**src/inc/rport_pkg.sv**
```systemverilog
// Shared constants and types for the pin port tile.
// Assumes a byte-addressed Avalon-MM slave with 32-bit data.
package rport_pkg;

    localparam int NPORT = 2;
    localparam int CB_N  = 6;
    localparam int DW    = 32;
    localparam int CW    = 16;
    localparam int AW    = 8;
    localparam int DIVW  = 8;
    localparam int CNTW  = 6;

    // Register map, byte addresses
    localparam logic [2:0] PORT_IDX_LO = 3'h0;
    localparam logic [4:0] R_CTRL      = 5'h00;
    localparam logic [4:0] R_DATA      = 5'h04;
    localparam logic [4:0] R_COND      = 5'h08;
    localparam logic [4:0] R_TIME      = 5'h0C;
    localparam logic [4:0] R_COUNT     = 5'h10;
    localparam logic [4:0] R_STAMP     = 5'h14;
    localparam logic [4:0] R_STAT      = 5'h18;
    localparam logic [7:0] R_LINK      = 8'h40;
    localparam logic [7:0] R_CB_BASE   = 8'h80;
    localparam int         PORT_SHIFT  = 5;
    localparam int         WORD_SHIFT  = 2;

    localparam logic [2:0] CB_REF      = 3'h0;

    typedef enum logic [1:0] {
        COND_NONE = 2'b00,
        COND_EQ   = 2'b01,
        COND_NE   = 2'b10
    } cond_t;

    typedef struct packed {
        logic       en;
        logic       out;
        logic       oc;
        logic       sin;
        logic       sout;
        cond_t      cond;
        logic [2:0] cb;
    } pcfg_t;

    localparam int PCFG_W = $bits(pcfg_t);

    typedef struct packed {
        pcfg_t           cfg;
        logic [DW-1:0]   cond_val;
        logic [DW-1:0]   xfer;
        logic [DW-1:0]   shift;
        logic [DW-1:0]   out_bits;
        logic            full;
        logic [CNTW-1:0] cnt;
        logic [CW-1:0]   count;
        logic [CW-1:0]   stamp;
        logic [CW-1:0]   time_at;
        logic            time_vld;
        logic            strobe;
    } pstate_t;

    typedef struct packed {
        logic            pin;
        logic [DIVW-1:0] div;
    } cbcfg_t;

    localparam int CBCFG_W = $bits(cbcfg_t);

endpackage

```
**src/hw/clock_block.sv**
```systemverilog
// One programmable clock block: divides the reference or a pin clock.
// Assumes src_lvl is already synchronised to sys_clk.
`timescale 1ns/100ps
module clock_block (
    input  wire logic                       sys_clk,  // Reference clock
    input  wire logic                       rst,      // Async reset
    input  wire logic                       src_lvl,  // Filtered pin clock
    input  wire rport_pkg::cbcfg_t          cfg,      // Source and divider
    output logic                            tick      // Rate enable pulse
);
    import rport_pkg::*;

    typedef struct packed {
        logic            prev;
        logic [DIVW-1:0] cnt;
        logic            tick;
    } cb_state_t;

    cb_state_t s;
    cb_state_t next_s;

    always_comb begin
        logic src_edge;
        src_edge = 1'b0;
        next_s = s;
        next_s.prev = src_lvl;
        next_s.tick = 1'b0;
        // Pin source counts rising edges only
        src_edge = cfg.pin ? (src_lvl & ~s.prev) : 1'b1;
        if (src_edge) begin
            if (s.cnt >= cfg.div) begin
                next_s.cnt = '0;
                next_s.tick = 1'b1;
            end else begin
                next_s.cnt = s.cnt + 1'b1;
            end
        end
    end

    always_ff @(posedge sys_clk or posedge rst) begin
        if (rst) begin
            s <= '0;
        end else begin
            s <= next_s;
        end
    end

    assign tick = s.tick;

endmodule // clock_block

```
**src/hw/response_port_tile.sv**
```systemverilog
// Pin-facing ports with timing counters and six clock blocks.
// Assumes an Avalon-MM master; pins resolved outside from pin_oe_n.
//
// Functional notes
// - Ports of fixed widths on overlapping pins.
// - One direction for all pins of port.
// - Drive pins, or sample with optional condition.
// - Each access completes after one wait state.
// - Open collector drives zero, floats one.
// - Open collector chosen per port.
// - Shift serializer plus transfer register buffer.
// - Sixteen-bit counter times each transfer.
// - Counter readable; future count delays transfer.
// - Counter captured as timestamp per transfer.
// - Enabled link takes its shared pins.
// - Narrower enabled port beats wider port.
// - Unshared wide pins stay with wide port.
// - Transfers always at full port width.
// - Six clock blocks; block zero is reference.
// - Other clock blocks run own rates.
// - Clock block may use pin clock.
// - Pin clock optionally divided.
// - Incoming ready strobe gates sampling.
// - Outgoing strobe marks valid output data.
// - Ports start on clock block zero.
`timescale 1ns/100ps
module response_port_tile #(
    parameter int               NW        = 4,
    parameter int               WW        = 8,
    parameter int               NPIN      = 8,
    parameter logic [NPIN-1:0]  LINK_MASK = 8'hC0
) (
    input  wire logic                     sys_clk,     // 10 MHz clock
    input  wire logic                     rst,         // Async reset
    input  wire logic [rport_pkg::AW-1:0] address,     // Byte address
    input  wire logic                     read,        // Read request
    input  wire logic                     write,       // Write request
    input  wire logic [3:0]               byteenable,  // Write lanes
    input  wire logic [rport_pkg::DW-1:0] writedata,   // Write data
    output logic      [rport_pkg::DW-1:0] readdata,    // Read data
    output logic                          waitrequest, // Slave stall
    input  wire logic [NPIN-1:0]          pin_in,      // Pin levels
    output logic      [NPIN-1:0]          pin_out,     // Pin drive values
    output logic      [NPIN-1:0]          pin_oe_n,    // Low while driving
    input  wire logic                     app_clk_pin, // 1-bit clock port
    input  wire logic [rport_pkg::NPORT-1:0] ready_in,  // Incoming strobes
    output logic      [rport_pkg::NPORT-1:0] strobe_out,// Outgoing strobes
    output logic      [rport_pkg::NPORT-1:0] port_event // Scheduler events
);
    import rport_pkg::*;

    localparam int NSYNC = NPIN + NPORT + 1;

    typedef struct packed {
        pstate_t [NPORT-1:0]    p;
        cbcfg_t  [CB_N-1:1]     cb;
        logic                   link_en;
        logic                   ack;
        logic [DW-1:0]          rdata;
        logic [NPORT-1:0]       evt;
        logic [2:0][NSYNC-1:0]  sy;
        logic [NSYNC-1:0]       sf;
        logic [NPIN-1:0]        pout;
        logic [NPIN-1:0]        poe_n;
    } top_state_t;

    top_state_t s;
    top_state_t next_s;

    logic [CB_N-1:0] cb_tick;

    function automatic int pw(input int p);
        return (p == 0) ? NW : WW;
    endfunction

    function automatic logic [DW-1:0] wmask(input int p);
        return {DW{1'b1}} >> (DW - pw(p));
    endfunction

    function automatic logic [DW-1:0] be_merge(
        input logic [DW-1:0] old,
        input logic [DW-1:0] wd,
        input logic [3:0]    be
    );
        logic [DW-1:0] r;
        r = old;
        for (int b = 0; b < 4; b++) begin
            if (be[b]) begin
                r[b*8 +: 8] = wd[b*8 +: 8];
            end
        end
        return r;
    endfunction

    // Block zero is the reference rate itself
    assign cb_tick[0] = 1'b1;

    for (genvar g = 1; g < CB_N; g++) begin : g_cb
        clock_block u_cb (
            .sys_clk (sys_clk),
            .rst     (rst),
            .src_lvl (s.sf[NSYNC-1]),
            .cfg     (s.cb[g]),
            .tick    (cb_tick[g])
        );
    end

    always_comb begin
        logic [NPIN-1:0]  pins;
        logic [NPORT-1:0] rdy;
        logic [DW-1:0]    pv;
        logic [DW-1:0]    sh;
        logic [DW-1:0]    wd;
        logic [NPORT-1:0] set_full;
        logic             tick;
        logic             tok;
        logic             cok;
        logic             drv;
        logic             val;
        logic [2:0]       pidx;
        logic [4:0]       off;
        int               w;
        int               ci;
        pins = '0;
        rdy = '0;
        pv = '0;
        sh = '0;
        wd = '0;
        set_full = '0;
        tick = 1'b0;
        tok = 1'b0;
        cok = 1'b0;
        drv = 1'b0;
        val = 1'b0;
        w = 0;
        ci = 0;
        pidx = address[AW-1:PORT_SHIFT];
        off = address[PORT_SHIFT-1:0];
        next_s = s;
        next_s.evt = '0;

        // Bus answers after one wait state
        next_s.ack = (read | write) & ~s.ack;

        // Three-stage pin synchroniser, change needs stages two and three
        next_s.sy = {s.sy[1:0], {app_clk_pin, ready_in, pin_in}};
        next_s.sf = (s.sy[1] & s.sy[2]) | (s.sf & (s.sy[1] | s.sy[2]));
        pins = s.sf[NPIN-1:0];
        rdy = s.sf[NPIN +: NPORT];

        for (int p = 0; p < NPORT; p++) begin
            w = pw(p);
            tick = (s.p[p].cfg.cb < 3'(CB_N)) ? cb_tick[s.p[p].cfg.cb] : 1'b0;
            pv = DW'(pins) & wmask(p);
            // Counter follows its clock block even while the port is off
            if (tick) begin
                next_s.p[p].count = s.p[p].count + 1'b1;
            end
            if (tick && s.p[p].cfg.en) begin
                tok = !s.p[p].time_vld || (s.p[p].count == s.p[p].time_at);
                if (s.p[p].cfg.out) begin
                    next_s.p[p].strobe = 1'b0;
                    if (s.p[p].cnt == '0) begin
                        if (s.p[p].full && tok) begin
                            next_s.p[p].out_bits = s.p[p].xfer & wmask(p);
                            next_s.p[p].shift = s.p[p].xfer >> w;
                            next_s.p[p].cnt = CNTW'(DW / w - 1);
                            next_s.p[p].full = 1'b0;
                            next_s.p[p].strobe = s.p[p].cfg.sout;
                            next_s.p[p].stamp = s.p[p].count;
                            next_s.p[p].time_vld = 1'b0;
                            next_s.evt[p] = 1'b1;
                        end
                    end else begin
                        next_s.p[p].out_bits = s.p[p].shift & wmask(p);
                        next_s.p[p].shift = s.p[p].shift >> w;
                        next_s.p[p].cnt = s.p[p].cnt - 1'b1;
                        next_s.p[p].strobe = s.p[p].cfg.sout;
                    end
                end else begin
                    unique case (s.p[p].cfg.cond)
                        COND_NONE: cok = 1'b1;
                        COND_EQ:   cok = (pv == (s.p[p].cond_val & wmask(p)));
                        COND_NE:   cok = (pv != (s.p[p].cond_val & wmask(p)));
                        default:   cok = 1'b1;
                    endcase
                    if (tok && cok && (!s.p[p].cfg.sin || rdy[p])) begin
                        sh = (s.p[p].shift >> w) | (pv << (DW - w));
                        next_s.p[p].shift = sh;
                        if (int'(s.p[p].cnt) + 1 >= DW / w) begin
                            next_s.p[p].xfer = sh;
                            next_s.p[p].full = 1'b1;
                            set_full[p] = 1'b1;
                            next_s.p[p].cnt = '0;
                            next_s.p[p].stamp = s.p[p].count;
                            next_s.p[p].time_vld = 1'b0;
                            next_s.evt[p] = 1'b1;
                        end else begin
                            next_s.p[p].cnt = s.p[p].cnt + 1'b1;
                        end
                    end
                end
            end
        end

        // Register access; read data stands until the next read
        if (read && !s.ack) begin
            next_s.rdata = '0;
            if (int'(pidx) < NPORT) begin
                unique case (off)
                    R_CTRL:  next_s.rdata = DW'(s.p[pidx].cfg);
                    R_DATA:  next_s.rdata = s.p[pidx].xfer;
                    R_COND:  next_s.rdata = s.p[pidx].cond_val;
                    R_TIME:  next_s.rdata = DW'(s.p[pidx].time_at);
                    R_COUNT: next_s.rdata = DW'(s.p[pidx].count);
                    R_STAMP: next_s.rdata = DW'(s.p[pidx].stamp);
                    R_STAT:  next_s.rdata = DW'({s.p[pidx].cnt, s.p[pidx].time_vld,
                                                 s.p[pidx].full});
                    default: next_s.rdata = '0;
                endcase
            end else if (address == R_LINK) begin
                next_s.rdata = DW'(s.link_en);
            end else if (address[AW-1:PORT_SHIFT] == R_CB_BASE[AW-1:PORT_SHIFT]) begin
                ci = int'(address[PORT_SHIFT-1:WORD_SHIFT]);
                if (ci >= 1 && ci < CB_N) begin
                    next_s.rdata = DW'(s.cb[ci]);
                end
            end
        end

        if (read && s.ack && int'(pidx) < NPORT && off == R_DATA) begin
            for (int p = 0; p < NPORT; p++) begin
                // A capture in the same cycle keeps the word pending
                if (p == int'(pidx) && !s.p[p].cfg.out && !set_full[p]) begin
                    next_s.p[p].full = 1'b0;
                end
            end
        end

        if (write && s.ack) begin
            if (int'(pidx) < NPORT) begin
                for (int p = 0; p < NPORT; p++) begin
                    if (p == int'(pidx)) begin
                        unique case (off)
                            R_CTRL: begin
                                wd = be_merge(DW'(s.p[p].cfg), writedata, byteenable);
                                next_s.p[p].cfg = pcfg_t'(wd[PCFG_W-1:0]);
                            end
                            R_DATA: begin
                                next_s.p[p].xfer = be_merge(s.p[p].xfer, writedata, byteenable);
                                next_s.p[p].full = 1'b1;
                            end
                            R_COND: begin
                                next_s.p[p].cond_val = be_merge(s.p[p].cond_val, writedata, byteenable);
                            end
                            R_TIME: begin
                                wd = be_merge(DW'(s.p[p].time_at), writedata, byteenable);
                                next_s.p[p].time_at = wd[CW-1:0];
                                next_s.p[p].time_vld = 1'b1;
                            end
                            default: ;
                        endcase
                    end
                end
            end else if (address == R_LINK) begin
                if (byteenable[0]) begin
                    next_s.link_en = writedata[0];
                end
            end else if (address[AW-1:PORT_SHIFT] == R_CB_BASE[AW-1:PORT_SHIFT]) begin
                ci = int'(address[PORT_SHIFT-1:WORD_SHIFT]);
                for (int c = 1; c < CB_N; c++) begin
                    if (c == ci) begin
                        wd = be_merge(DW'(s.cb[c]), writedata, byteenable);
                        next_s.cb[c] = cbcfg_t'(wd[CBCFG_W-1:0]);
                    end
                end
            end
        end

        // Pin ownership and drive
        for (int i = 0; i < NPIN; i++) begin
            drv = 1'b0;
            val = 1'b0;
            if (i < NW && next_s.p[0].cfg.en) begin
                drv = next_s.p[0].cfg.out;
                val = next_s.p[0].out_bits[i];
                if (next_s.p[0].cfg.oc) begin
                    drv = drv & ~val;
                end
            end else if (i < WW && next_s.p[1].cfg.en) begin
                drv = next_s.p[1].cfg.out;
                val = next_s.p[1].out_bits[i];
                if (next_s.p[1].cfg.oc) begin
                    drv = drv & ~val;
                end
            end
            if (next_s.link_en && LINK_MASK[i]) begin
                drv = 1'b0;
            end
            next_s.pout[i] = drv & val;
            next_s.poe_n[i] = ~drv;
        end
    end

    always_ff @(posedge sys_clk or posedge rst) begin
        if (rst) begin
            s <= '0;
            s.poe_n <= '1;
            for (int p = 0; p < NPORT; p++) begin
                s.p[p].cfg.cb <= CB_REF;
            end
        end else begin
            s <= next_s;
        end
    end

    assign waitrequest = (read | write) & ~s.ack;
    assign readdata = s.rdata;
    assign pin_out = s.pout;
    assign pin_oe_n = s.poe_n;
    assign port_event = s.evt;

    for (genvar g = 0; g < NPORT; g++) begin : g_strobe
        assign strobe_out[g] = s.p[g].strobe;
    end

endmodule // response_port_tile

```
**config.mk**
```make
export PLATFORM = sky130hd
export DESIGN_NAME = response_port_tile
export DESIGN_NICKNAME = d
export VERILOG_FILES = /design/src/inc/rport_pkg.sv /design/src/hw/clock_block.sv /design/src/hw/response_port_tile.sv
export SDC_FILE = /design/constraint.sdc
export NUM_CORES = 1
export LEC_CHECK = 0
export BUFFER_PORTS_ARGS = -buffer_cell sky130_fd_sc_hd__buf_2
export CAP_MARGIN = 40
export CORE_MARGIN = 2
export CORE_UTILIZATION = 45
export DETAILED_ROUTE_END_ITERATION = 8
export SLEW_MARGIN = 40
export SYNTH_ARGS = -nofsm -noshare
export SYNTH_HDL_FRONTEND = slang
export SYNTH_SLANG_ARGS = --single-unit
```
**constraint.sdc**
```tcl
create_clock -name sys_clk -period 13.4 [get_ports sys_clk]
set_input_delay 0 -clock sys_clk [delete_from_list [all_inputs] [get_ports sys_clk]]
set_output_delay 0 -clock sys_clk [all_outputs]
set_load 0.03 [all_outputs]
```
# Word level (Yosys, flattened, before mapping)
# Cells that the tools add are included.
[totals]
out_inout_bits = 53
ff_bits = 577
elab_cells = 477
in_bits = 59
[classes]
n_reduce_logical = 71
add_sub_neg = 13
eq_ne = 40
n_bitwise = 53
muxes = 201
order_cmp = 16
[ops]
columns = ["operator", "count"]
rows = [
  ["2-to-1 mux 74 bit", 6],
  ["2-to-1 mux 32 bit", 13],
  ["2-to-1 mux 195 bit", 2],
  ["2-to-1 mux 64 bit", 4],
  ["case mux 32 bit (7 select lines)", 1],
  ["2-to-1 mux 103 bit", 2],
  ["2-to-1 mux 16 bit", 10],
  ["2-to-1 mux 8 bit", 19],
  ["2-to-1 mux 71 bit", 2],
  ["2-to-1 mux 1 bit", 117],
  ["AND reduction 5 bit", 16],
  ["AND reduction 6 bit", 10],
  ["adder 8 x 1 -> 8 bit, second input constant", 5],
  ["greater-or-equal comparator 8 bit", 5],
  ["inequality test 5 bit, second input constant", 8],
  ["2-to-1 mux 9 bit", 4],
  ["adder 16 x 1 -> 16 bit, second input constant", 2],
  ["equality test 16 bit", 2],
  ["OR 24 x 32 -> 32 bit", 1],
  ["OR 28 x 32 -> 32 bit", 1],
  ["2-to-1 mux 7 bit", 4],
  ["binary-select mux 9 bit (select 3 bit)", 1],
  ["2-to-1 mux 6 bit", 4],
  ["inverter 1 bit", 24],
  ["41 further kinds", 131],
]

# Logic depth before layout (Yosys ltp)
[logic_depth]
depth_word = 19
ltp_mapped = 12
mapped_depth_nobuf = 10

# By module
# A second synthesis with hierarchy kept.
[hier_totals]
hier_cells = 2422
area_unflattened_um2 = 26880.8
[by_module_without_submodules]
columns = ["module", "area_per_inst_um2", "seq_area_each_um2", "n_inst", "cells_each"]
rows = [
  ["response_port_tile", 22939.5, 11996.5, 1, 1997],
  ["clock_block", 788.3, 250.2, 5, 85],
]

# Worst setup path after synthesis
# OpenSTA, ideal clock, no wires.
[synth_path]
kind = "reg2reg"
from = "register s[182] in the netlist's numbering"
to = "register s[159] in the netlist's numbering"
arrival_time_ps = 2559
required_time_ps = 13275
stages_incl_launch_ff = 11
path_slack_ps = 10715
path_cell_list = "dfrtp_1 > clkbuf_1 > xnor2_1 > nand4_1 > o41a_1 > a2111oi_4 > and3_1 > buf_4 > nor2_2 > buf_6 > mux2_4"
[synth_via]
elab_chain_cells = 6
elab_cells_between_ends = 8
classes_between = "eq/ne: 2; reduce/logical: 6"
[synth_lines]
columns = ["element", "line_no", "rtl"]
rows = [
  ["from (decl)", "response_port_tile.sv:67", "top_state_t s;"],
  ["from (signal assigned)", "response_port_tile.sv:313", "s <= next_s;"],
  ["equality test 16 bit (*)", "response_port_tile.sv:160", "tok = !s.p[p].time_vld || (s.p[p].count == s.p[p].time_at);"],
  ["logical OR 1 bit (*)", "response_port_tile.sv:160", ""],
  ["logical AND 1 bit (2 in series)", "response_port_tile.sv:187", "if (tok && cok && (!s.p[p].cfg.sin || rdy[p])) begin"],
  ["nonzero test 2 bit (no source line)", "-", ""],
  ["AND reduction 5 bit (no source line) (*)", "-", ""],
]
# Every way passes the cells marked *; elsewhere a longest branch is shown, timed or not.
# A chain may end at the register's enable or synchronous reset.

# Final worst setup path
[layout_path]
from = "register s[521] in the netlist's numbering"
to = "register s[389] in the netlist's numbering"
[layout_via]
elab_chain_cells = 5
elab_cells_between_ends = 6
classes_between = "order compare: 1; mux: 3; reduce/logical: 2"
[layout_lines]
columns = ["element", "line_no", "rtl"]
rows = [
  ["binary-select mux 1 bit (select 3 bit)", "response_port_tile.sv:153", "tick = (s.p[p].cfg.cb < 3'(CB_N)) ? cb_tick[s.p[p].cfg.cb] : 1'b0;"],
  ["2-to-1 mux 1 bit (implied by the code)", "response_port_tile.sv:153", ""],
  ["2-to-1 mux 1 bit (*)", "response_port_tile.sv:153", ""],
  ["logical AND 1 bit (*)", "response_port_tile.sv:159", "if (tick && s.p[p].cfg.en) begin"],
  ["AND reduction 3 bit (no source line) (*)", "-", ""],
]
# Every way passes the cells marked *; elsewhere a longest branch is shown, timed or not. The select of a mux whose other input is x is not followed.

==> results.md <==
* RSZ-0062 raised after global routing: false
* CP max FO at 72
* Pleak at 13.8 nW
* Number of global-route vias before repair at 19.3k
* VDD IR max at 0.000105 V
* Avg Inst Size Synth at 10.6 sq um
* Synth warn at 0
* Final min period at 3.55 ns
* HPWL Detailed at 53700 um
* Final Hold Viols at 0
* Synth area leaders: dfrtp_1 (50%), mux2_2 (6.3%), mux2i_1 (5.8%), nand2_1 (3.5%), o21ai_0 (3.3%)
* Hold endpoint: next_s[47]
* Post-route ant nets at 0
* Top Usage Layer GRT: met2
* Post-synthesis register bit count at 525
* Pin count of the biggest net entering global routing at 95
* # DRC at 0
* # Post-CTS Setup Buffers at 0
* Worst Setup Start Kind: flip-flop
* Final setup skew at 0.0301 ns
* Port Buffers at 111
* Die width at 243 um
* Number of clock sinks at 525
* Critical path arrival at 4.03 ns
* Met1 Resource Use GR at 38.2%
* Dominant synthesized flop cell: dfrtp_1
* Worst R2R End: s[389]
* Worst-case reg-to-reg path depth at 9
* Post-synth ARST share at 100%
* Setup-failing EPs final at 0
* Req. time, crit path at 13.88 ns
* WHS at 0.0311 ns
* Initial antenna violation count at 2
* Layout cells sized above 1 at 17.0%
* Pins over their slew limit at 0
* Core Util, Final at 52.0%
* I/O Pins at 112
* DIE AREA at 59000 sq um
* Setup TNS at 0 ns
* DR vias at 19.4k
* CTS tree: yes
* Initial core utilization at 45.5%
* Longest Clk Path Bufs at 3
* CTS root buffer: clkbuf_16
* Clk slew on worst S/H paths at 0.06 ns
* Slew HR at 44.1%
* Met3 Usage GRT at 4.85%
* Gate Count Post-Synth at 2412
* HP Class: in -> reg
* Hold Path Stages at 2
* Std cell rows at 87
* Reg2reg start: s[521]
* Post-synthesis net count at 2526
* WS Path Type: reg -> reg
* CP startpoint: s[521]
* DRT Wirelength at 77300 um
* Period utilization at 26.5%
* Max Fclk at 282 MHz
* Total core area at 56400 sq um
* Met2 Use GR at 39.9%
* Outcome: complete, no violations
* Non-Filler Instances at 3287
* Final nets at 2597
* PD cells at 144 nW/um^2
* Area delta synth->final at 14.3%
* Gpl congestion at 0.922
* Post-synth cell types at 68
* First-pass GRT wire length at 120000 um
* Later-pin clock latency in the skew report at 0.64 ns
* # placed instances at 3121
* Vias/cell at 5.91
* Synth top cells by count: dfrtp_1 (517), nand2_1 (238), o21ai_0 (169)
* H-tree levels at 2
* Total global-route track usage at 26.3%
* Netlist Area Pre-Place at 25700 sq um
* Register area share after synthesis at 51.2%
* Hold_sp: ready_in[1]
* Critical Path End Type: flip-flop
* Cts bufs inserted at 57
* Worst Tran Pin Value at 0.831 ns
* Post-synth EDFFs at 0
* Area leader, netlist: dfrtp_1
* Max Cap Viol at 0
* Grt ovf at 0
* WL per Instance at 23.5 um
* Count leader, synth: dfrtp_1
* Reg2reg setup slack at 9.85 ns
* Die Span Y at 243 um
* Share of the synthesized area in the top cell type at 50.4%
* Initial DRT Pass Iterations at 5
* N_diodes at 0
* 1st-iter DRT viols at 2037
-- metrics by stage --
step | total power, mW | instance area (sq um) | setup slack (ns)
after global placement | 2.49 | 26600 | 9.77
final | 4.21 | 29300 | 9.85
after floorplan | 2.32 | 25700 | 6.27
after CTS | 4.24 | 29300 | 9.79
after global routing | 4.42 | 29300 | 9.66
after detailed placement | 2.52 | 26700 | 9.81
-- sequential cells by signal, indices dropped and copies added (netlist names) --
| signal | count |
|---|---|
| readdata | 32 |
| strobe_out | 2 |
| pin_oe_n | 8 |
| g_cb.u_cb.s | 41 |
| port_event | 2 |
| next_s | 22 |
| s | 405 |
| g_cb.u_cb.tick | 5 |
| pin_out | 8 |
-- placed cells by master (no fill, tap or decap), drive strengths merged, types with 24 or more instances in the layout --
cell type      n
mux2         159
mux2i        149
ha            55
a22oi         94
nand4         24
o21ai        205
o22ai         85
inv           84
dfrtp        517
xnor2         57
nand2        238
nand3         53
nand2b        36
nor2          89
clkbuf        90
dlygate4sd3   58
buf          142
and3          31
xor2          25
a21oi         83
-- cell type report --
class | instances | area (sq um)
repair buffers | 201 | 1480
inverters | 85 | 323
clock inverters | 18 | 251
flip-flops and latches | 525 | 13100
multi-input cells | 1613 | 11400
fillers | 5066 | 27000
clock buffers | 89 | 1800
well taps | 756 | 946
-- power by group --
| part | leakage [nW] | switching, mW | internal (mW) |
|---|---|---|---|
| Combinational | 5.89 | 0.376 | 0.253 |
| Sequential | 6.87 | 0.173 | 1.71 |
| Clock | 1.01 | 0.663 | 1.03 |
-- critical path, cell delays in order, from the launching register on --
cell	delay (ns)
dfrtp_1	0.44
mux2i_1	0.15
a221oi_1	0.49
o21a_1	0.68
nand2_1	0.26
a21oi_1	0.66
a21oi_4	0.03
buf_4	0.34
o21ai_0	0.25
o31ai_1	0.09
-- per-layer routing --
metal	vias up	share of wire [%]
met5	-	0
met4	0	3.3
met3	138	7.2
met2	700	44
met1	9793	45
li1	8785	-
-- how the worst max path moves through the flow --
stage	endpoint	slack [ns]	cells after the start
floorplan	g_cb[1].u_cb.s[1]	6.27	1
global placement	s[441]	9.77	7
detailed placement	s[475]	9.81	8
CTS	s[475]	9.79	8
global route	s[390]	9.66	9
finish	s[389]	9.85	9
-- kinds of logic after synthesis --
group / share of synthesized area [%]
fa+ha+maj: 3.11
mux: 12.9
flops: 51.2
buf+inv: 4.93
xor+xnor: 2.80
compound gates: 15.0
simple gates: 10.1
-- repair_timing --
action / 4_1_cts / 5_1_grt
gates resized for setup: 0 / 0
hold buffers: 58 / 0
hold endpoints to repair: 214 / 0
Note: power is estimated with default switching activity, not from simulation.
